--- config.mk ---
export PLATFORM = sky130hd
export DESIGN_NAME = ffsu_top
export DESIGN_NICKNAME = d
export VERILOG_FILES = /design/src/core/ffsu_top.v /design/src/core/ffsu_classify.v /design/src/core/ffsu_result.v
export VERILOG_INCLUDE_DIRS = /design/src /design/src/core
export SDC_FILE = /design/constraint.sdc
export NUM_CORES = 1
export LEC_CHECK = 0
export ABC_AREA = 1
export BUFFER_PORTS_ARGS = -buffer_cell sky130_fd_sc_hd__buf_2
export CORE_AREA = 2 2 133 135
export DETAILED_ROUTE_END_ITERATION = 12
export DIE_AREA = 0 0 135 137
export GPL_TIMING_DRIVEN = 0
export PLACE_DENSITY_LB_ADDON = 0.25
export SLEW_MARGIN = 10
export SYNTH_ARGS = -nofsm -noshare
export SYNTH_HDL_FRONTEND = slang
export SYNTH_SLANG_ARGS = --single-unit
--- constraint.sdc ---
create_clock -name core_clk -period 6.4 [get_ports core_clk]
set_input_delay 0.96 -clock core_clk [delete_from_list [all_inputs] [get_ports core_clk]]
set_output_delay 0.96 -clock core_clk [all_outputs]
set_load 0.01 [all_outputs]
--- src/core/ffsu_map.vh ---
// Constants for the float format and status unit: status word fields and format layout.
// Assumes the includer uses the names only; no logic here.
`ifndef FFSU_MAP_VH
`define FFSU_MAP_VH
// Status word bit positions.
`define FFSU_ERR_BIT 15
`define FFSU_GID_BIT 14
`define FFSU_IUV_BIT 11
`define FFSU_IU_BIT 10
`define FFSU_IV_BIT 9
`define FFSU_IC_BIT 8
`define FFSU_DBL_BIT 7
`define FFSU_LONG_BIT 6
`define FFSU_CHOP_BIT 5
`define FFSU_N_BIT 3
`define FFSU_Z_BIT 2
`define FFSU_V_BIT 1
`define FFSU_C_BIT 0
// Writable bits; bits 13, 12 and 4 are reserved and read zero.
`define FFSU_WR_MASK 16'hcfef
`define FFSU_RESET 16'h0000
// Format constants.
`define FFSU_BIAS 10'h080
`define FFSU_EXP_MAX 10'h0ff
`define FFSU_SGL_FRAC 23
`define FFSU_DBL_FRAC 55
`define FFSU_WRAP 10'h100
// Exception class codes, one-hot.
`define FFSU_X_UV 6'h01
`define FFSU_X_OV 6'h02
`define FFSU_X_UN 6'h04
`define FFSU_X_IC 6'h08
`define FFSU_X_DZ 6'h10
`define FFSU_X_IL 6'h20
`endif

--- src/core/ffsu_top.v ---
// Float format and status unit: status word, exception gating, result and operand checks.
// Assumes the processor microcode drives one-cycle strobes on core_clk.
// Function
// RULE1: Floats are 32-bit single or 64-bit double, sign-magnitude.
// RULE2: Hidden leading one is restored, giving 24 or 56 effective bits.
// RULE3: Exponent is eight bits, biased by 128.
// RULE4: Biased exponent zero means zero; nonzero values use 1 to 377 octal.
// RULE5: Top bit is the sign, one means negative.
// RULE6: Zero-exponent operands act as clean zero or trap.
// RULE7: All-zero word is clean zero; zero exponent with fraction is dirty zero.
// RULE8: Overflow and underflow are flagged; fraction stays correct.
// RULE9: Sign one with exponent zero is the undefined variable.
// RULE10: Disabled overflow or underflow stores clean zero.
// RULE11: Integers are 16 or 32 bits, two's complement.
// RULE12: Three mode bits pick precision, integer length and chop or round.
// RULE13: Each instruction updates error flag and four condition codes.
// RULE14: Six exception classes; first four have their own enables.
// RULE15: Divide by zero and illegal opcode obey only global disable.
// RULE16: Mode and interrupt bits are written by load status.
// RULE17: Error flag sets on divide, illegal, or enabled other exception.
// RULE18: Only load status clears the error flag, reset does not; here reset clears it as well.
// RULE19: Global disable bit suppresses every interrupt.
// RULE20: Software should keep global disable clear.
// RULE21: Enabled bit 11 raises interrupt on negative zero operand read.
// RULE22: Enabled underflow interrupts with exponent too large by 400 octal.
// RULE23: Enabled overflow interrupts with exponent too small by 400 octal.
// RULE24: Enabled conversion failure interrupts and zeroes the destination.
// RULE25: Enabled exception gives one-cycle interrupt after status update.
`timescale 1ns/1ps
`default_nettype none
`include "ffsu_map.vh"
module ffsu_top (
    // Clock and reset
    input wire core_clk,
    input wire rst,
    // Status word load and read
    input wire load_status_instruction,
    input wire [15:0] status_wdata,
    output reg [15:0] fp_status_word,
    // Operand check strobe from memory fetch
    input wire opnd_chk,
    input wire [63:0] opnd_word,
    // Floating result strobe
    input wire res_valid,
    input wire res_sign,
    input wire [9:0] res_texp,
    input wire [54:0] res_frac,
    // Integer conversion strobe
    input wire conv_valid,
    input wire signed [63:0] conv_value,
    // Divide by zero and illegal opcode strobes
    input wire div_zero,
    input wire illegal_op,
    // Results to the processor
    output reg [63:0] result_word,
    output reg result_valid,
    output reg [31:0] int_result,
    output reg int_valid,
    output reg opnd_is_zero,
    output reg [5:0] exc_class,
    output reg fp_irq
);
    // Mode decode from the status word.
    wire dbl_mode = fp_status_word[`FFSU_DBL_BIT]; // RULE12
    wire long_mode = fp_status_word[`FFSU_LONG_BIT]; // RULE12
    wire chop_mode = fp_status_word[`FFSU_CHOP_BIT]; // RULE12
    wire en_uv = fp_status_word[`FFSU_IUV_BIT];
    wire en_ov = fp_status_word[`FFSU_IV_BIT];
    wire en_un = fp_status_word[`FFSU_IU_BIT];
    wire en_ic = fp_status_word[`FFSU_IC_BIT];
    wire gdis = fp_status_word[`FFSU_GID_BIT];

    wire c_sign;
    wire [7:0] c_bexp;
    wire c_clean;
    wire c_dirty;
    wire c_undef;
    wire [63:0] r_word;
    wire r_ovf;
    wire r_unf;

    ffsu_classify u_cls (
        .opnd(opnd_word),
        .dbl_mode(dbl_mode),
        .sign(c_sign),
        .bexp(c_bexp),
        .mant(),
        .is_clean_zero(c_clean),
        .is_dirty_zero(c_dirty),
        .is_undef(c_undef)
    );

    ffsu_result u_res (
        .res_sign(res_sign),
        .res_texp(res_texp),
        .res_frac(res_frac),
        .dbl_mode(dbl_mode),
        .ovf_en(en_ov),
        .unf_en(en_un),
        .packed_word(r_word),
        .ovf(r_ovf),
        .unf(r_unf)
    );

    // Chop keeps the fraction as is; round adds its lowest kept bit. Kept here since the packer does no rounding.
    function [54:0] ffsu_round;
        input [54:0] f;
        input chop;
        input dbl;
        begin
            if (chop)
                ffsu_round = f;
            else if (dbl)
                ffsu_round = f + {54'h0, f[0]};
            else
                ffsu_round = f + {22'h0, f[32], 32'h00000000};
        end
    endfunction

    // Integer range test: fits in 16 or 32 bits two's complement.
    function fits_int;
        input signed [63:0] v;
        input lng;
        begin
            if (lng)
                fits_int = (v >= -64'sd2147483648) && (v <= 64'sd2147483647);
            else
                fits_int = (v >= -64'sd32768) && (v <= 64'sd32767);
        end
    endfunction

    // Exception detection this cycle.
    wire x_uv = opnd_chk && c_undef; // RULE21
    wire x_ov = res_valid && r_ovf;
    wire x_un = res_valid && r_unf;
    wire x_ic = conv_valid && !fits_int(conv_value, long_mode); // RULE11
    wire [5:0] x_vec = {illegal_op, div_zero, x_ic, x_un, x_ov, x_uv}; // RULE14

    // Error-flag causes: divide and illegal always; the rest only when enabled.
    wire err_set = div_zero || illegal_op || (x_uv && en_uv) || (x_ov && en_ov)
                   || (x_un && en_un) || (x_ic && en_ic); // RULE17 RULE15
    wire irq_next = err_set && !gdis; // RULE19 RULE15

    // Condition codes from the current event.
    reg [3:0] cc_next;
    reg cc_upd;
    reg [63:0] rw_round;
    always @*
    begin
        cc_next = fp_status_word[3:0];
        cc_upd = 1'b0;
        rw_round = {r_word[63:55], ffsu_round(r_word[54:0], chop_mode, dbl_mode)};
        if (r_word == 64'h0)
            rw_round = 64'h0;
        if (res_valid)
        begin
            cc_upd = 1'b1;
            cc_next[`FFSU_N_BIT] = rw_round[63];
            cc_next[`FFSU_Z_BIT] = (rw_round[62:55] == 8'h00);
            cc_next[`FFSU_V_BIT] = r_ovf;
            cc_next[`FFSU_C_BIT] = 1'b0;
        end
        else if (conv_valid)
        begin
            cc_upd = 1'b1;
            cc_next[`FFSU_N_BIT] = x_ic ? 1'b0 : conv_value[63];
            cc_next[`FFSU_Z_BIT] = x_ic ? 1'b1 : (conv_value == 64'sd0);
            cc_next[`FFSU_V_BIT] = 1'b0;
            cc_next[`FFSU_C_BIT] = x_ic;
        end
        else if (opnd_chk)
        begin
            cc_upd = 1'b1;
            cc_next[`FFSU_N_BIT] = c_sign;
            cc_next[`FFSU_Z_BIT] = (c_bexp == 8'h00);
            cc_next[`FFSU_V_BIT] = 1'b0;
            cc_next[`FFSU_C_BIT] = 1'b0;
        end
    end

    // Status word: load status writes the writable bits, error flag included, from status_wdata,
    // but a same-cycle exception still sets it, so no error is lost; condition codes from a same-cycle event are dropped.
    always @(posedge core_clk)
    begin
        if (rst)
        begin
            fp_status_word <= `FFSU_RESET;
        end
        else
        begin
            if (load_status_instruction)
                fp_status_word <= status_wdata & `FFSU_WR_MASK; // RULE16 RULE18
            else if (cc_upd)
                fp_status_word[3:0] <= cc_next; // RULE13
            if (err_set)
                fp_status_word[`FFSU_ERR_BIT] <= 1'b1; // RULE17 RULE13
        end
    end

    // Result path: rounded or chopped word, clean zero on disabled range errors.
    always @(posedge core_clk)
    begin
        if (rst)
        begin
            result_word <= 64'h0;
            result_valid <= 1'b0;
        end
        else
        begin
            result_valid <= res_valid;
            if (res_valid)
                result_word <= rw_round; // RULE10 RULE22 RULE23 RULE8
        end
    end

    // Conversion path: failed conversion clears the destination, enabled or not.
    always @(posedge core_clk)
    begin
        if (rst)
        begin
            int_result <= 32'h0;
            int_valid <= 1'b0;
        end
        else
        begin
            int_valid <= conv_valid;
            if (conv_valid)
            begin
                if (x_ic)
                    int_result <= 32'h0; // RULE24
                else if (long_mode)
                    int_result <= conv_value[31:0]; // RULE11
                else
                    int_result <= {16'h0000, conv_value[15:0]};
            end
        end
    end

    // Operand check answer: zero exponent is handled as clean zero by the arithmetic.
    always @(posedge core_clk)
    begin
        if (rst)
            opnd_is_zero <= 1'b0;
        else
            opnd_is_zero <= opnd_chk && (c_clean || c_dirty || c_undef); // RULE6 RULE7
    end

    // Interrupt pulse goes out with the status update, one cycle after the event.
    always @(posedge core_clk)
    begin
        if (rst)
        begin
            fp_irq <= 1'b0;
            exc_class <= 6'h00;
        end
        else
        begin
            fp_irq <= irq_next; // RULE25 RULE19
            if (err_set)
                exc_class <= x_vec; // RULE14
        end
    end
endmodule
`default_nettype wire

--- src/core/ffsu_classify.v ---
// Operand classifier: splits a floating word and restores the hidden bit.
// Assumes a 64-bit operand left-aligned; single uses the upper 32 bits.
`timescale 1ns/1ps
`default_nettype none
`include "ffsu_map.vh"
module ffsu_classify (
    // Operand in
    input wire [63:0] opnd,
    input wire dbl_mode,
    // Decoded fields
    output wire sign,
    output wire [7:0] bexp,
    output wire [55:0] mant,
    output wire is_clean_zero,
    output wire is_dirty_zero,
    output wire is_undef
);
    wire [54:0] frac;
    // Sign is the top bit, exponent the next eight.
    assign sign = opnd[63]; // RULE5
    assign bexp = opnd[62:55]; // RULE3
    // Single precision keeps only 23 fraction bits; the rest are masked off.
    assign frac = dbl_mode ? opnd[54:0] : {opnd[54:32], 32'h00000000}; // RULE1
    // Zero exponent means zero, so the hidden bit is only restored otherwise.
    assign mant = {(bexp != 8'h00), frac}; // RULE2 RULE6
    assign is_clean_zero = (bexp == 8'h00) && !sign && (frac == 55'h0); // RULE7
    assign is_dirty_zero = (bexp == 8'h00) && !sign && (frac != 55'h0); // RULE7
    assign is_undef = (bexp == 8'h00) && sign; // RULE9
endmodule
`default_nettype wire

--- src/core/ffsu_result.v ---
// Result packer: applies overflow and underflow handling to an exponent and fraction.
// Assumes an extended signed true exponent from the arithmetic microcode.
`timescale 1ns/1ps
`default_nettype none
`include "ffsu_map.vh"
module ffsu_result (
    // Raw result
    input wire res_sign,
    input wire signed [9:0] res_texp,
    input wire [54:0] res_frac,
    input wire dbl_mode,
    input wire ovf_en,
    input wire unf_en,
    // Packed result
    output reg [63:0] packed_word,
    output wire ovf,
    output wire unf
);
    wire [9:0] bexp_full;
    wire [54:0] frac_m;
    // Biased exponent with headroom; outside 1..377 octal means out of range.
    assign bexp_full = res_texp + `FFSU_BIAS; // RULE3
    assign ovf = res_texp > $signed(10'sh07f); // RULE8
    assign unf = res_texp < $signed(-10'sh07f); // RULE8 RULE4
    assign frac_m = dbl_mode ? res_frac : {res_frac[54:32], 32'h00000000};
    // Disabled out-of-range results become clean zero so a disabled range error never stores a negative zero.
    always @*
    begin
        if ((ovf && !ovf_en) || (unf && !unf_en))
            packed_word = 64'h0; // RULE10
        else if (ovf)
            packed_word = {res_sign, bexp_full[7:0], frac_m}; // RULE23
        else if (unf)
            packed_word = {res_sign, bexp_full[7:0], frac_m}; // RULE22
        else
            packed_word = {res_sign, bexp_full[7:0], frac_m};
    end
endmodule
`default_nettype wire

==> flow_metrics.env, run 1 <==
export IMPL_status="finished, violations left"
export IMPL_failed_checks="DRC"
export IMPL_rr_worst_depth=15
export IMPL_portBuffers=276
export IMPL_drt_pass1_iterations=10
export IMPL_clk_latency_ps=420
export IMPL_endpoint="result_word[40]"
export IMPL_initial_core_util=0.417
export IMPL_wire_per_inst_um=16.2
export IMPL_grt_pass1_vias=8246
export IMPL_r2r_start="fp_status_word[10]"
export IMPL_peakVddDrop_uv=180
export IMPL_cts_tree="built"
export IMPL_final_max_slew_viol_count=0
export IMPL_p_total_mw=2.19
export IMPL_hold_class="reg -> reg"
export IMPL_dieArea_um2=18500
export IMPL_holdBufCountCts=0
export IMPL_cp_data_arrival_time_ps=3690
export IMPL_grt_start_max_net_pins=17
export IMPL_via_count=8906
export IMPL_cts_max_level=4
export IMPL_cts_buffers=17
export IMPL_syn_to_final_growth_pct=32.3
export IMPL_max_slew_margin=0.318
export IMPL_wl_um=27400
export IMPL_drtAntennaViolNets=0
export IMPL_viasPerCell=5.28
export IMPL_core_area_um2=17100
export IMPL_nets=1669
export IMPL_synth_seq_cells=119
export IMPL_yosysSeqAreaShare=0.335
export IMPL_clock_sinks=119
export IMPL_cts_setup_buffers=0
export IMPL_die_height_um=137
export IMPL_grt_overflow=0
export IMPL_ctsResizeCount=0
export IMPL_critPathLaunch="res_texp[1]"
export IMPL_synth_flop_cell="dfxtp_1"
export IMPL_synth_warnings=0
export IMPL_final_cell_mix="348 x nand2_1, 289 x buf_2, 144 x nor2_1, 119 x dfxtp_1, 106 x nand3_1"
export IMPL_synth_edf_count=0
export IMPL_syn_area_per_cell_um2=6.18
export IMPL_post_dp_hpwl_um=21400
export IMPL_synth_cell_type_count=41
export IMPL_final_core_util=0.552
export IMPL_power_leakage_nw=4.64
export IMPL_fp_dieW_um=135
export IMPL_maxCapViolCount=0
export IMPL_clock_path_buffers=2
export IMPL_grt_pass1_wl_um=41400
export IMPL_fillCellCount=1766
export IMPL_ff2ff_setup_slack_ps=3460
export IMPL_setup_viol=0
export IMPL_hold_violations=0
export IMPL_root_buffer="clkbuf_16"
export IMPL_skew_ps=6.73
export IMPL_cp_slowest_cell="nor3_2"
export IMPL_ioPinCount=340
export IMPL_holdPathStages=2
export IMPL_fmax_ghz=0.296
export IMPL_worstPathMaxFanout=10
export IMPL_synthArstFlopShare=0
export IMPL_crit_top_cell="inv_1"
export IMPL_grt_usage=0.290
export IMPL_finalCriticalPeriod_ps=3380
export IMPL_post_route_period_util=0.528
export IMPL_slowest_delay_ps=370
export IMPL_placementRows=48
export IMPL_antenna_found_initial=1
export IMPL_critPathCaptureType="flop"
export IMPL_power_density_nw_per_um2=232
export IMPL_path_cells="buf_2 -> inv_1 -> nand2_1 -> o21ai_1 -> nand3_1 -> nand2_2 -> inv_2 -> buf_2 -> nand2_1 -> inv_1 -> ha_1 -> inv_1 -> nor3_2 -> inv_1 -> nor4_1 -> nand4_1 -> nand3_1 -> nand2_1"
export IMPL_drc_errors=1
export IMPL_grt_setup_unrepaired="no"
export IMPL_drtIter0Drc=684
export IMPL_gp_congestion=0.965
export IMPL_cp_required_ps=6710
export IMPL_tightest_slew_ps=1020
export IMPL_syn_inst=1150
export IMPL_r2r_end="result_word[40]"
export IMPL_critPathKind="in -> reg"
export IMPL_final_common_cell="nand2_1"
export IMPL_startpoint_type="input port"
export IMPL_clk_pin_slew_ps=60
export IMPL_drive_above_1_share=0.245
export IMPL_fin_setup_tns_ps=0
export IMPL_synth_area_um2=7110
[state kept, by name, indices dropped and copies added (netlist names)]
register and flops:
result_word 64, int_result 32, fp_status_word 13, exc_class 6, fp_irq 1, int_valid 1
opnd_is_zero 1, result_valid 1
[report_power, final]
group | leakage [nW] | total (mW) | switching, mW | internal [mW]
registers | 0.971 | 0.785 | 0.0150 | 0.770
clock network | 0.297 | 1.03 | 0.379 | 0.655
logic | 3.37 | 0.369 | 0.243 | 0.126
total | 4.64 | 2.19 | 0.637 | 1.55
[worst min path at each step]
| stage | startpoint | end | slack [ps] |
|---|---|---|---|
| floorplan | fp_status_word[10] | fp_status_word[10] | 470 |
| global placement | result_word[25] | result_word[25] | 430 |
| detailed placement | result_word[31] | result_word[31] | 430 |
| CTS | result_word[31] | result_word[31] | 450 |
| global route | result_word[51] | result_word[51] | 460 |
| finish | result_word[27] | result_word[27] | 450 |
[critical path: cells and delay by family]
family          cells  cell delay, ps
simple gates        9            1500
buf+inv             7             940
fa+ha+maj           1             210
compound gates      1              90
[layout make-up]
class / instances / area (um2) / share of cell area
Multi-Input combinational cell: 875 / 4070 / 0.432
Tap cell: 225 / 282 / 0.0299
Inverter: 103 / 387 / 0.0411
Sequential cell: 119 / 2380 / 0.253
Clock buffer: 18 / 429 / 0.0456
Clock inverter: 14 / 196 / 0.0209
Antenna cell: 1 / 2.50 / 0.000266
Timing Repair Buffer: 276 / 1380 / 0.147
Buffer: 55 / 283 / 0.0300
[synthesized netlist by cell type, types with 6 or more instances]
library cell    n  area share
a21oi_1        61       0.043
nor2_2          6      0.0053
nor3_1          9      0.0063
xor2_1         15       0.018
xnor2_1         6      0.0074
buf_2          13      0.0091
clkbuf_1       23       0.012
nor4_1         16       0.014
nand3_1       106       0.075
nand2_1       348        0.18
buf_4          10       0.011
o21ai_0        47       0.033
or2_2           6      0.0053
nand4_1        72       0.063
inv_1          97       0.051
buf_1           6      0.0032
dfxtp_1       119        0.33
nor2_1        144       0.076
[cell families after synthesis]
logic type / synth area share
simple gates: 0.444
compound gates: 0.0939
xor+xnor: 0.0259
fa+ha+maj: 0.00704
other cells: 0.000527
buf+inv: 0.0941
flops: 0.335
[metrics by stage]
stage                     hold WS, ps  setup WS (ps)  area (um2)  instances
final                             447           3020        9410       1686
after global routing              465           2840        9410       1686
after CTS                         449           3080        9410       1685
after detailed placement          435           2690        8780       1653
after global placement            431           2730        8780       1653
after floorplan                   469           3380        7120       1152
[per-layer routing]
metal	wire, um	global-route usage	part of all wire
met1	10800	0.337	0.39
met2	13500	0.511	0.49
met3	2260	0.0644	0.083
met4	876	0.126	0.032
met5	0	0	0
No activity file was read; power rests on OpenSTA's default activity.
==> run 2: changes to the inputs <==
- CORE_AREA: 2 2 133 135 -> 2 2 132 134
- DIE_AREA: 0 0 135 137 -> 0 0 134 136
- clock period: 6.4 -> 3.1 ns (I/O delays scaled with it)
==> flow_metrics.env, run 2 (synthesis gave the netlist of run 1 again) <==
export IMPL_fmax_ghz=0.351
export IMPL_clk_pin_slew_ps=60
export IMPL_setup_viol=0
export IMPL_peakVddDrop_uv=449
export IMPL_slowest_delay_ps=340
export IMPL_drc_errors=0
export IMPL_regMostFlops="result_word"
export IMPL_viasPerCell=5.31
export IMPL_critPathCaptureType="flop"
export IMPL_skew_ps=5.52
export IMPL_final_common_cell="nand2_1"
export IMPL_startpoint_type="flop"
export IMPL_grt_usage=0.295
export IMPL_grt_start_max_net_pins=17
export IMPL_cp_data_arrival_time_ps=3160
export IMPL_post_dp_hpwl_um=21500
export IMPL_initial_core_util=0.421
export IMPL_antenna_found_initial=2
export IMPL_grt_pass1_vias=8078
export IMPL_hold_violations=0
export IMPL_maxCapViolCount=0
export IMPL_dpl_cell_area_um2=8780
export IMPL_critPathKind="reg -> reg"
export IMPL_clock_path_buffers=2
export IMPL_status="completed"
export IMPL_grt_overflow=0
export IMPL_nets=1669
export IMPL_final_cell_mix="346 x nand2_1, 289 x buf_2, 144 x nor2_1, 118 x dfxtp_1, 106 x nand3_1"
export IMPL_pwr_share_comb=0.166
export IMPL_drtIter0Drc=760
export IMPL_post_route_period_util=0.918
export IMPL_die_height_um=136
export IMPL_holdCritStartpoint="status_wdata[11]"
export IMPL_pwr_share_clk=0.480
export IMPL_clock_sinks=119
export IMPL_drive_above_1_share=0.247
export IMPL_r2r_start="fp_status_word[10]"
export IMPL_p_int_mw=3.22
export IMPL_drt_pass1_iterations=5
export IMPL_ioPinCount=340
export IMPL_final_max_slew_viol_count=0
export IMPL_swShare=0.297
export IMPL_cts_buffers=17
export IMPL_cp_required_ps=3410
export IMPL_core_area_um2=16900
export IMPL_hold_class="in -> reg"
export IMPL_netSwitchingPower_mw=1.36
export IMPL_portBuffers=276
export IMPL_wl_um=27300
export IMPL_seqPwrFrac=0.354
export IMPL_via_count=8957
export IMPL_critical_path_top_delay_family="simple AND/OR/NAND/NOR gates"
export IMPL_largestRegisters="result_word: 64 flops, int_result: 32 flops, fp_status_word: 13 flops"
export IMPL_holdBufCountCts=0
export IMPL_cts_tree="built"
export IMPL_placed_cells=1653
export IMPL_wire_per_inst_um=16.2
export IMPL_tightest_slew_ps=1130
export IMPL_grt_pass1_wl_um=41700
export IMPL_root_buffer="clkbuf_16"
export IMPL_largest_reg_flops=64
export IMPL_worstPathMaxFanout=10
export IMPL_clk_latency_ps=420
export IMPL_gp_congestion=0.961
export IMPL_design_area_um2=9450
export IMPL_finalCriticalPeriod_ps=2850
export IMPL_cts_max_level=4
export IMPL_dieArea_um2=18200
export IMPL_drtAntennaViolNets=0
export IMPL_fp_dieW_um=134
export IMPL_path_buf_inv=4
export IMPL_syn_to_final_growth_pct=32.8
export IMPL_critPathLaunch="fp_status_word[10]"
export IMPL_fin_setup_tns_ps=0
export IMPL_cts_setup_buffers=0
export IMPL_power_leakage_nw=4.66
export IMPL_max_slew_margin=0.243
export IMPL_path_cells="inv_1 -> nand3_1 -> nand2_2 -> nor2_2 -> buf_4 -> inv_1 -> nor2_1 -> ha_1 -> nand2_1 -> inv_1 -> nand3_1 -> nor2_2 -> nand3_1 -> nor2_2 -> nand2_2 -> nor2_4 -> xor2_1 -> o21ai_1"
export IMPL_instances_no_fill=1687
export IMPL_power_density_nw_per_um2=485
export IMPL_cp_slowest_cell="dfxtp_1"
export IMPL_placementRows=48
export IMPL_grt_setup_unrepaired="yes"
==> run 2: layout make-up <==
| class | count | area, um2 |
|---|---|---|
| Multi-Input combinational cell | 875 | 4080 |
| Tap cell | 225 | 282 |
| Timing Repair Buffer | 276 | 1380 |
| Antenna cell | 2 | 5.00 |
| Clock buffer | 17 | 425 |
| Buffer | 55 | 283 |
| Inverter | 103 | 387 |
| Sequential cell | 119 | 2380 |
| Clock inverter | 15 | 216 |
| Fill cell | 1759 | 7430 |
==> run 2: per-stage QoR <==
step | hold WS [ps] | util | power (mW) | setup WS [ps]
finish | 277 | 0.560 | 4.58 | 254
CTS | 274 | 0.558 | 4.59 | 192
detailed placement | 436 | 0.520 | 2.40 | -139
global route | 284 | 0.560 | 4.76 | -22.6
global placement | 431 | 0.520 | 2.40 | -71.1
floorplan | 469 | - | 2.06 | 576
==> run 2: per-layer routing <==
| metal | share of wire | vias up | global-route usage |
|---|---|---|---|
| li1 | - | 4384 | - |
| met1 | 0.40 | 4036 | 0.359 |
| met2 | 0.48 | 468 | 0.499 |
| met3 | 0.084 | 69 | 0.0626 |
| met4 | 0.036 | 0 | 0.138 |
| met5 | 0 | - | 0 |
==> run 2: tightest hold or removal path: stages <==
cell,delay (ps)
buf_2,80
nor2_1,40
nor2_1,80
==> run 2: power by group through the flow <==
stage,logic [mW],registers [mW],clock network (mW)
3_5_place_dp,0.746,1.65,0
3_3_place_gp,0.746,1.65,0
2_1_floorplan,0.378,1.68,0
4_1_cts,0.750,1.62,2.22
5_1_grt,0.830,1.63,2.30
6_report,0.759,1.62,2.20
==> run 2: what timing repair did <==
action | in CTS | in global routing
resized for setup | 0 | 5
setup endpoints to repair | 0 | 7
endpoints found under the hold margin | 0 | 0
==> run 2: final timing paths <==
| path | endpoint | slack, ps | cells past startpoint |
|---|---|---|---|
| worst min register to register | result_word[25] | 450 | 2 |
| worst min-delay path | fp_status_word[11] | 280 | 3 |
| worst max register to register | result_word[24] | 250 | 18 |
| worst max-delay path | result_word[24] | 250 | 18 |
==> run 3: changes to the inputs <==
- ABC_AREA: 1 -> 0
- CORE_AREA: 2 2 132 134 -> 2 2 133 135
- DIE_AREA: 0 0 134 136 -> 0 0 135 137
- REMOVE_ABC_BUFFERS: default -> 1
==> flow_metrics.env, run 3 <==
export IMPL_path_buf_inv=1
export IMPL_largestRegisters="result_word: 64 flops, int_result: 32 flops, fp_status_word: 13 flops"
export IMPL_viasPerCell=5.12
export IMPL_antennaDiodeCount=0
export IMPL_peakVddDrop_uv=356
export IMPL_power_density_nw_per_um2=511
export IMPL_critPathKind="in -> reg"
export IMPL_synth_edf_count=0
export IMPL_post_route_period_util=0.902
export IMPL_drtIter0Drc=384
export IMPL_maxCapViolCount=0
export IMPL_grt_start_max_net_pins=64
export IMPL_critPathLaunch="res_texp[3]"
export IMPL_largest_reg_flops=64
export IMPL_seqPwrFrac=0.386
export IMPL_synthTopCellsByCount="124 x nand2_1, 119 x dfxtp_1, 49 x nor2_1, 42 x o21ai_0, 36 x nor4_1"
export IMPL_final_cell_mix="278 x buf_2, 123 x nand2_1, 119 x dfxtp_1, 48 x nor2_1, 42 x o21ai_0"
export IMPL_fmax_ghz=0.357
export IMPL_power_leakage_nw=3.46
export IMPL_grt_usage=0.210
export IMPL_holdPathStages=3
export IMPL_cts_tree="built"
export IMPL_grt_overflow=0
export IMPL_nets=1211
export IMPL_via_count=6272
export IMPL_swShare=0.250
export IMPL_final_common_cell="buf_2"
export IMPL_synth_warnings=0
export IMPL_yosysTopAreaCell="dfxtp_1"
export IMPL_slowest_delay_ps=490
export IMPL_grt_pass1_vias=5848
export IMPL_dieArea_um2=18500
export IMPL_die_height_um=137
export IMPL_pwr_share_clk=0.501
export IMPL_core_area_um2=17100
export IMPL_cts_buffers=17
export IMPL_yosysSeqAreaShare=0.399
export IMPL_final_max_slew_viol_count=0
export IMPL_synth_compound_area_frac=0.144
export IMPL_synthSimpleGateAreaFrac=0.305
export IMPL_yosys_area_top_type_share=0.399
export IMPL_tightest_slew_ps=1200
export IMPL_synthAdderAreaFrac=0.00839
export IMPL_synth_top_cells_by_area="dfxtp_1 40%, nand2_1 7.8%, xnor2_1 4.1%, nor4_1 3.8%, o21ai_0 3.5%"
export IMPL_wire_per_inst_um=16.2
export IMPL_synth_top_family_by_area="simple AND/OR/NAND/NOR gates"
export IMPL_cp_required_ps=3380
export IMPL_cts_setup_buffers=0
export IMPL_syn_inst=728
export IMPL_path_depth=11
export IMPL_max_slew_margin=0.203
export IMPL_post_dp_hpwl_um=15300
export IMPL_synth_cell_type_count=66
export IMPL_grt_pass1_wl_um=30300
export IMPL_cp_slowest_cell="nor4_1"
export IMPL_synthArstFlopShare=0
export IMPL_holdCritStartpoint="status_wdata[8]"
export IMPL_clock_path_buffers=2
export IMPL_worstPathMaxFanout=21
export IMPL_hold_violations=0
export IMPL_clock_sinks=119
export IMPL_placementRows=48
export IMPL_skew_ps=7.19
export IMPL_path_cells="buf_2 -> nor4_1 -> nand3_2 -> and2_2 -> nand2_1 -> ha_1 -> nand2_1 -> a21oi_1 -> a21boi_4 -> nand2_2 -> o21ai_0"
export IMPL_holdBufCountCts=0
export IMPL_setup_viol=0
export IMPL_gp_congestion=0.833
export IMPL_synth_xor_area_frac=0.0764
export IMPL_fp_dieW_um=135
export IMPL_startpoint_type="input port"
export IMPL_synth_flop_cell="dfxtp_1"
export IMPL_portBuffers=278
export IMPL_synth_area_um2=5960
export IMPL_netSwitchingPower_mw=1.03
export IMPL_critPathCaptureType="flop"
export IMPL_drive_above_1_share=0.338
export IMPL_syn_to_final_growth_pct=35.8
export IMPL_wl_um=19900
export IMPL_r2r_start="fp_status_word[7]"
export IMPL_p_int_mw=3.10
export IMPL_crit_top_cell="nand2_1"
export IMPL_drt_pass1_iterations=5
export IMPL_critical_path_top_delay_family="simple AND/OR/NAND/NOR gates"
export IMPL_p_total_mw=4.14
export IMPL_regMostFlops="result_word"
export IMPL_whs_ps=286
export IMPL_clk_pin_slew_ps=60
export IMPL_grt_setup_unrepaired="no"
export IMPL_ioPinCount=340
export IMPL_cts_max_level=4
export IMPL_root_buffer="clkbuf_16"
export IMPL_rr_worst_depth=10
export IMPL_cp_data_arrival_time_ps=3070
export IMPL_muxShareOfSynthArea=0.0203
export IMPL_syn_area_per_cell_um2=8.19
export IMPL_status="completed"
export IMPL_drc_errors=0
export IMPL_clk_latency_ps=410
export IMPL_drtAntennaViolNets=0
export IMPL_pwr_share_comb=0.113
export IMPL_synth_seq_cells=119
export IMPL_hold_class="in -> reg"
export IMPL_antenna_found_initial=0
export IMPL_yosysMostFrequentCell="nand2_1"
export IMPL_fillCellCount=1753
export IMPL_initial_core_util=0.350
export IMPL_finalCriticalPeriod_ps=2800
[run 3: cell count changes after synthesis, sizes merged, moves of 21 or more]
cell	before	now
nand4	72	34
inv	101	11
a21oi	61	26
nor2	150	50
nor4	16	37
nand3	107	31
xnor2	6	28
nand2	352	125
[run 3: repair_timing]
action | 4_1_cts | 5_1_grt
resized for setup | 2 | 1
setup endpoints to repair | 21 | 3
pin swaps | 0 | 0
[run 3: kinds of logic after synthesis]
family | Yosys count
flip-flops | 119
XOR/XNOR | 52
AND/OR/NAND/NOR | 355
multiplexers | 12
other | 1
AO/OA/AOI/OAI | 133
buffers and inverters | 52
adder cells (fa/ha/maj) | 4
[run 3: cell type report]
cell class / instances / area (um2) / area share
Multi-Input combinational cell: 559 / 3330 / 0.411
Sequential cell: 119 / 2380 / 0.294
Timing Repair Buffer: 280 / 1450 / 0.179
Clock buffer: 19 / 433 / 0.0535
Tap cell: 225 / 282 / 0.0348
Clock inverter: 12 / 179 / 0.0221
Inverter: 12 / 45.0 / 0.00556
[run 3: power groups by stage]
| stage | registers (mW) | logic, mW | clock network [mW] |
|---|---|---|---|
| after floorplan | 1.64 | 0.171 | 0 |
| after global placement | 1.63 | 0.458 | 0 |
| after detailed placement | 1.63 | 0.467 | 0 |
| after CTS | 1.60 | 0.470 | 2.13 |
| after global routing | 1.60 | 0.511 | 2.19 |
| final | 1.60 | 0.466 | 2.07 |
[run 3: worst paths after layout]
kind	end	slack [ps]
worst max-delay path	result_word[13]	300
worst min-delay path	fp_status_word[8]	290
worst max register to register	result_word[28]	310
worst min register to register	result_word[45]	440
[run 3: stage by stage]
step,cells,setup WS (ps),TNS (ps),util,instance area (um2)
2_1_floorplan,690,417,0,-,5740
3_3_place_gp,1193,-1630,-89910,0.435,7410
3_5_place_dp,1195,-593,-17240,0.438,7480
4_1_cts,1226,170,0,0.474,8090
5_1_grt,1226,38.9,0,0.475,8100
6_report,1226,303,0,0.475,8100
[run 3: tightest hold or removal path, cell delays in order]
cell and delay, ps:
buf_2 80, mux2i_1 50, nor2_1 70
[run 3: metal layers]
layer	global-route usage	vias to the layer above	share of wire
li1	-	3135	-
met1	0.251	2893	0.42
met2	0.368	225	0.50
met3	0.0604	19	0.071
met4	0.0584	0	0.014
met5	0	-	0
